<file path="config.mk">
export PLATFORM = sky130hd
export DESIGN_NAME = tss_top
export DESIGN_NICKNAME = d
export VERILOG_FILES = /design/src/inc/tss_pkg.sv /design/src/rtl/tss_start_stop.sv /design/src/rtl/tss_top.sv
export SDC_FILE = /design/constraint.sdc
export NUM_CORES = 1
export LEC_CHECK = 0
export BUFFER_PORTS_ARGS = -buffer_cell sky130_fd_sc_hd__buf_4
export CORE_MARGIN = 4
export CORE_UTILIZATION = 48
export DETAILED_ROUTE_END_ITERATION = 8
export PLACE_DENSITY = 0.91
export SYNTH_ARGS = -nofsm -noshare
export SYNTH_HDL_FRONTEND = slang
export SYNTH_SLANG_ARGS = --single-unit
</file>
<file path="constraint.sdc">
create_clock -name mclk -period 4.15 [get_ports mclk]
set_input_delay 0.2075 -clock mclk [delete_from_list [all_inputs] [get_ports mclk]]
set_output_delay 0.2075 -clock mclk [all_outputs]
set_load 0.005 [all_outputs]
</file>
<file path="src/inc/tss_pkg.sv">
// Overview of operation
// - Selection register writes are dropped while tracing is enabled.
// - Two comparators: stop in [17:16], start in [1:0], rest zero.
// - Four comparators: stop in [19:16], start in [3:0], rest zero.
// - Eight comparators: stop in [23:16], start in [7:0], rest zero.
// - Stop bit m set makes comparator m-16 a stop resource.
// - Start bit n set makes comparator n a start resource.
// - While tracing is enabled, a selected stop match moves the start/stop state to stopped.
// - While tracing is enabled, a selected start match with no selected stop match moves the start/stop state to started.
// - Filter control bit 9 shows the start/stop state and presets it while tracing is disabled.
`default_nettype none
package tss_pkg;

  localparam int          COMP_MAX      = 8;
  // Implemented comparator count: 2, 4 or 8
  localparam int          COMP_COUNT    = 8;
  localparam logic [7:0]  COMP_MASK     = 8'((1 << COMP_COUNT) - 1);
  localparam logic [3:0]  COMP_CODE     = 4'(COMP_COUNT);

  localparam logic [11:0] ADDR_TRACE_CTRL  = 12'h000;
  localparam logic [11:0] ADDR_FILTER_CTRL = 12'h008;
  localparam logic [11:0] ADDR_SELECT      = 12'h00C;
  localparam logic [11:0] ADDR_CAP_FOUR    = 12'h010;

  localparam int          TRACE_EN_BIT     = 0;
  localparam int          SS_STATE_BIT     = 9;
  localparam int          START_LSB        = 0;
  localparam int          STOP_LSB         = 16;
  localparam int          COMP_CNT_LSB     = 12;

  localparam logic [31:0] RESET_WORD       = 32'h0000_0000;

  typedef struct packed {
    logic [7:0] stopSel;
    logic [7:0] startSel;
  } tss_sel_t;

  typedef enum logic [1:0] {
    SS_STOPPED = 2'b01,
    SS_STARTED = 2'b10
  } tss_state_t;

endpackage
`default_nettype wire

</file>
<file path="src/rtl/tss_start_stop.sv">
`timescale 1ns/1ps
`default_nettype none
module tss_start_stop
  import tss_pkg::*;
(
  input  wire logic       mclk,
  input  wire logic       rst_n,
  input  wire logic       traceEnable,
  input  wire tss_sel_t   selCfg,
  input  wire logic [7:0] compMatch,
  input  wire logic       loadEn,
  input  wire logic       loadVal,
  output logic            started
);

  tss_state_t stateQ;
  tss_state_t stateD;
  logic       stopHit;
  logic       startHit;

  assign stopHit  = |(compMatch & selCfg.stopSel & COMP_MASK);
  assign startHit = |(compMatch & selCfg.startSel & COMP_MASK);

  always_comb begin
    stateD = stateQ;
    case (stateQ)
      SS_STOPPED: begin
        if (loadEn && loadVal) begin
          stateD = SS_STARTED;
        end else if (traceEnable && startHit && !stopHit) begin
          stateD = SS_STARTED;
        end
      end
      SS_STARTED: begin
        if (loadEn && !loadVal) begin
          stateD = SS_STOPPED;
        end else if (traceEnable && stopHit) begin
          stateD = SS_STOPPED;
        end
      end
      default: begin
        stateD = SS_STOPPED;
      end
    endcase
  end

  always_ff @(posedge mclk or negedge rst_n) begin
    if (!rst_n) begin
      stateQ <= SS_STOPPED;
    end else begin
      stateQ <= stateD;
    end
  end

  // One-hot code: bit 1 alone marks started, so the output is a bare flop
  assign started = stateQ[1];
endmodule
`default_nettype wire

</file>
<file path="src/rtl/tss_top.sv">
// The implementer's own choices: register access over APB and the register offsets.
`timescale 1ns/1ps
`default_nettype none
module tss_top
  import tss_pkg::*;
(
  input  wire logic        mclk,
  input  wire logic        rst_n,
  input  wire logic        psel,
  input  wire logic        penable,
  input  wire logic        pwrite,
  input  wire logic [11:0] paddr,
  input  wire logic [31:0] pwdata,
  output logic [31:0]      prdata,
  output logic             pready,
  output logic             pslverr,
  input  wire logic [7:0]  compMatch,
  output logic             traceEnabled,
  output logic             traceStarted
);

  logic        preadyQ;
  logic        preadyD;
  logic [31:0] prdataQ;
  logic [31:0] prdataD;
  logic        pslverrQ;
  logic        pslverrD;
  logic        enQ;
  logic        enD;
  tss_sel_t    selQ;
  tss_sel_t    selD;
  logic        accessDone;
  logic        accessFirst;
  logic        mapped;
  logic        wrSel;
  logic        wrFilter;
  logic        ssState;

  // One wait state keeps every bus output registered
  assign accessFirst = psel && penable && !preadyQ;
  assign accessDone  = psel && penable && preadyQ;
  assign mapped      = (paddr == ADDR_TRACE_CTRL) || (paddr == ADDR_FILTER_CTRL) ||
                       (paddr == ADDR_SELECT) || (paddr == ADDR_CAP_FOUR);
  assign wrSel       = accessDone && pwrite && (paddr == ADDR_SELECT) && !enQ;
  assign wrFilter    = accessDone && pwrite && (paddr == ADDR_FILTER_CTRL) && !enQ;

  always_comb begin
    preadyD  = accessFirst;
    prdataD  = prdataQ;
    pslverrD = 1'b0;
    if (accessFirst) begin
      pslverrD = !mapped;
      prdataD  = RESET_WORD;
      if (!pwrite) begin
        case (paddr)
          ADDR_TRACE_CTRL:  prdataD[TRACE_EN_BIT] = enQ;
          ADDR_FILTER_CTRL: prdataD[SS_STATE_BIT] = ssState;
          ADDR_SELECT: begin
            prdataD[STOP_LSB +: COMP_MAX]  = selQ.stopSel & COMP_MASK;
            prdataD[START_LSB +: COMP_MAX] = selQ.startSel & COMP_MASK;
          end
          ADDR_CAP_FOUR:    prdataD[COMP_CNT_LSB +: 4] = COMP_CODE;
          default:          prdataD = RESET_WORD;
        endcase
      end
    end
  end

  always_comb begin
    enD  = enQ;
    selD = selQ;
    if (accessDone && pwrite && (paddr == ADDR_TRACE_CTRL)) begin
      enD = pwdata[TRACE_EN_BIT];
    end
    if (wrSel) begin
      // Unimplemented comparator bits are never stored
      selD.stopSel  = pwdata[STOP_LSB +: COMP_MAX] & COMP_MASK;
      selD.startSel = pwdata[START_LSB +: COMP_MAX] & COMP_MASK;
    end
  end

  always_ff @(posedge mclk or negedge rst_n) begin
    if (!rst_n) begin
      preadyQ  <= 1'b0;
      prdataQ  <= RESET_WORD;
      pslverrQ <= 1'b0;
      enQ      <= 1'b0;
      selQ     <= '0;
    end else begin
      preadyQ  <= preadyD;
      prdataQ  <= prdataD;
      pslverrQ <= pslverrD;
      enQ      <= enD;
      selQ     <= selD;
    end
  end

  tss_start_stop u_startStop (
    .mclk        (mclk),
    .rst_n       (rst_n),
    .traceEnable (enQ),
    .selCfg      (selQ),
    .compMatch   (compMatch),
    .loadEn      (wrFilter),
    .loadVal     (pwdata[SS_STATE_BIT]),
    .started     (ssState)
  );

  assign prdata       = prdataQ;
  assign pready       = preadyQ;
  assign pslverr      = pslverrQ;
  assign traceEnabled = enQ;
  assign traceStarted = ssState;
endmodule
`default_nettype wire

</file>
[After elaboration in Yosys (flattened, before gate mapping)]
Index checks and enable logic that the tools add are counted.
Cells by class
  reduce and logical (&&, ||, !) cells: 26
  bitwise operators: 2
  equal/unequal tests: 7
  muxes and demuxes: 12
Operators by type and width (number)
  == test 12 x 4 -> 1 bit, second input constant: 2
  2-to-1 mux 24 bit: 1
  AND 8 bit: 2
  OR reduction 8 bit: 2
  logical AND 1 bit: 14
  == test 12 x 5 -> 1 bit, second input constant: 1
  zero test 12 bit: 1
  2-to-1 mux 2 bit: 4
  2-to-1 mux 8 bit: 1
  2-to-1 mux 7 bit: 1
  inequality test 3 x 1 -> 1 bit, second input constant: 2
  zero test 1 bit: 5
  2-to-1 mux 4 bit: 1
  case mux 2 bit (2 select lines): 1
  logical OR 1 bit: 3
  == test 2 x 1 -> 1 bit, second input constant: 1
  == test 2 bit, second input constant: 1
  2-to-1 mux 1 bit: 2
  case mux 1 bit (2 select lines): 1
  AND reduction 2 bit: 1
Word-level totals
  input bits: 57
  output and inout port bits: 36
  register bits: 53
  word-level logic and storage cells: 54

[Depth between registers and ports, before layout]
  word-level depth: 8
  depth in mapped cells: 6
  depth with buffers taken out: 4

[By module]
A second synthesis with hierarchy kept.
Second synthesis, totals
  cells, all modules: 138
  area, all modules: 1824.2 um^2
By module, submodules not included
  tss_top: area each 1637.8 um^2, sequential area each 925.9 um^2, instances 1, cells an instance 118
  tss_start_stop: area each 186.4 um^2, sequential area each 51.3 um^2, instances 1, cells an instance 20

[Worst setup path after synthesis]
Ideal clock, no wire load.
  path kind: in2reg
  start point: in paddr[7]
  end point: reg selQ[0] (netlist name)
  data required time: 4025 ps
  stages on the path: 6
  slack: 2252 ps
  path buffers: 2
  library setup time: 125 ps
  arrival time: 1772 ps
  cells stage by stage: nor4_2 nand3_2 or4b_1 buf_4 buf_6 mux2_4
On the way
  word-level cells in the longest chain between the ends: 3
RTL lines
  start: declaration: RTL line tss_top.sv:12  | input wire logic [11:0] paddr,
  == test 12 x 4 -> 1 bit: RTL line tss_top.sv:44  | assign wrSel = accessDone && pwrite && (paddr == ADDR_SELECT) && !enQ;
  logical AND 1 bit (2 in a row): RTL line tss_top.sv:44
  end signal: assignment: RTL line tss_top.sv:94  | selQ <= selD;
  end: declaration: RTL line tss_top.sv:30  | tss_sel_t selQ;
Every way passes these cells.
A chain may end at the register's enable or synchronous reset.

[Worst setup path in the final report]
  start point: reg preadyQ, in the netlist pready
  end point: reg selQ[8] (netlist name)
On the way
  word-level cells in the longest chain between the ends: 4
RTL lines
  start: declaration: RTL line tss_top.sv:22  | logic preadyQ;
  start signal: assignment: RTL line tss_top.sv:90  | preadyQ <= preadyD;
  logical AND 1 bit: RTL line tss_top.sv:41  | assign accessDone = psel && penable && preadyQ;
  logical AND 1 bit (3 in a row): RTL line tss_top.sv:44
Every way passes these cells.

==> impl_metrics.toml <==
[clock_network]
cts-root-buf = "clkbuf_8"
post_cts_buffers = 0
htreeDepth = 2
numCtsBuffers = 5
tritoncts = "built"
insertion_delay_ns = 0.29
cts_max_path_buffers = 2
path_clk_slew_ns = 0.08
cts_sinks = 39

[yosys]
synth_commonest_cells = "dfrtp_1, a22o_1, buf_4, mux2_4, a22oi_1"
synth-edff-count = 0
seq_area_frac_synth_pct = 53.9
synth_warnings = 0
ys_types = 35
synth_cells = 143
synth.most_common_cell = "dfrtp_1"
synth_flop_cell = "dfrtp_1"
synth-seq-cells = 39
yosys.area.top_type_share_pct = 52.4
syn_area_per_cell_um2 = 12.7
async_reset_ff_share_pct = 100
synthTopCellsByArea = "dfrtp_1, mux2_4, a22o_1"
synth_area_um2 = 1810
synth_top_area_cell = "dfrtp_1"

[route]
highest_layer = "met4"
post_drt_wl_per_cell_um = 15.8
drt_iter0_markers = 80
route.detailed.drc = 0
wirelength_mm = 4.07
drtAntennaViolNets = 0
vias_per_cell = 5.38
dr_total_vias = 1387
drt-pass1-iter-count = 4
m1WireLength_mm = 1.70
met2_length_mm = 1.94
dr_wl_met3_um = 361

[timing]
slew_violations = 0
tns_ns = 0
fin_worst_skew_ns = 0.00290
timing.fmax_mhz = 467
worst_hold_slack_ns = 0.119
period_share_pct = 51.6
period_needed_ns = 2.14
setup_viol = 0
relSlewSlack_pct = 39.7
final_hold_viol_count = 0
worst_pin_slew_ns = 0.902
rsz0062_at_grt = "no"

[finish]
diodes = 0
fin_nets = 266
areaGrowthSynthToFinish_pct = 33.1
drive_above_1_share_pct = 41.4
fin_util_pct = 66.0

[job]
maxCapViolCount = 0

[floorplanning]
rows = 22
start_util_pct = 49.6
die_height_um = 69.5
core_um2 = 3660
pin_count = 93
die_area_um2 = 4830
die_w_um = 69.5

[critical_path]
crit_path_end_kind = "register"
worstPathArrival_ns = 2.31
cp_num_buf_inv = 0
crit_fanout = 16
crit_family = "simple AND/OR/NAND/NOR gates"
crit_chain = "nand4_1, nor2_1, or4b_1, mux2_1"
cp_slowest_cell = "or4b_1"
startpoint_type = "register"
cp_data_required_time_ns = 4.32
critPathKind = "reg2reg"
cpPeakStageDelay_ns = 0.87

[status]
status = "completed"

[global_routing]
grt_pass1_vias = 1324
antenna_found_initial = 0
grt_pass1_wl_mm = 6.45
grtUsageTotal_pct = 16.9
grt_max_degree = 40
gr-total-overflow = 0

[placement]
dpl.hpwl_mm = 2.92
port_buffers = 63
place_congestion = 0.822

[min_path]
hold_path.class = "in2reg"

[power_and_ir_drop]
power.total_mw = 0.809
power.density_nw_per_um2 = 335
peakVddDrop_uv = 308
p_leak_nw = 1.28
-- path summary, 6_finish.rpt --
| kind | start | end | slack (ns) | cells after the start |
|---|---|---|---|---|
| max in group asynchronous | rst_n | u_startStop.stateQ[0] | 3.39 | 2 |
| worst min-delay path | paddr[4] | prdata[0] | 0.12 | 2 |
| min in group asynchronous | rst_n | selQ[11] | 0.41 | 2 |
| worst min register to register | prdata[15] | prdata[15] | 0.50 | 2 |
| worst max register to register | pready | selQ[8] | 2.01 | 4 |
| worst max-delay path | pready | selQ[8] | 2.01 | 4 |
-- per-layer routing --
| layer | vias up | GRT usage [%] |
|---|---|---|
| met5 | - | 0 |
| met4 | 0 | 5.21 |
| met3 | 13 | 6.52 |
| met2 | 68 | 27.1 |
| met1 | 672 | 21.0 |
| li1 | 634 | - |
-- layout by cell type (no fill, tap or decap), types with 2 or more instances in the layout --
cell       count
conb_1        14
nor2_1         7
inv_1          5
nand2_1        4
a21oi_1        2
nand4_1        3
or3_1          2
a22oi_1        8
o21ai_0        2
bufinv_16      2
nand3b_1       2
buf_4         64
or4b_1         2
mux2_4        10
clkbuf_8       5
dfrtp_1       38
mux2_1         6
a22o_1        15
-- state kept, by name, summed over array words and instances, names as in the netlist --
register,cells
u_startStop.stateQ,2
pslverr,1
selQ,16
traceEnabled,1
prdata,18
pready,1
-- logic make-up after synthesis --
family	after synthesis	share of synthesized area, %
mux	17	12.6
compound gates	33	14.6
other cells	1	0.207
buf+inv	24	8.48
simple gates	29	10.2
flops	39	53.9
-- worst reg2reg max path, delay by kind of cell, from the launching register on --
kind | cells | cell delay [ns]
simple gates | 3 | 1.19
flops | 1 | 0.36
mux | 1 | 0.48
-- metrics by stage --
| step | setup slack (ns) | cells | area [um2] |
|---|---|---|---|
| after detailed placement | 1.73 | 249 | 2270 |
| after global placement | 1.79 | 249 | 2270 |
| after CTS | 2.00 | 258 | 2410 |
| after floorplan | 2.25 | 156 | 1860 |
| after global routing | 1.88 | 258 | 2410 |
| final | 2.01 | 258 | 2410 |
-- repair_timing --
item	in CTS	in global routing
hold buffers	1	0
gates resized for setup	0	0
hold endpoints to repair	38	0
-- cell type report --
cell class	count	area, um2
inverter	5	18.8
fill	291	1250
clock buffer	5	68.8
timing repair buffer	65	490
sequential	39	977
multi-input combinational	93	732
clock inverter	3	67.6
tap	48	60.1
-- where the power goes --
| part | internal (mW) | switching (mW) |
|---|---|---|
| combinational | 0.0289 | 0.0262 |
| sequential | 0.381 | 0.000504 |
| clock | 0.240 | 0.133 |
Power figures use the tool's default switching activity.
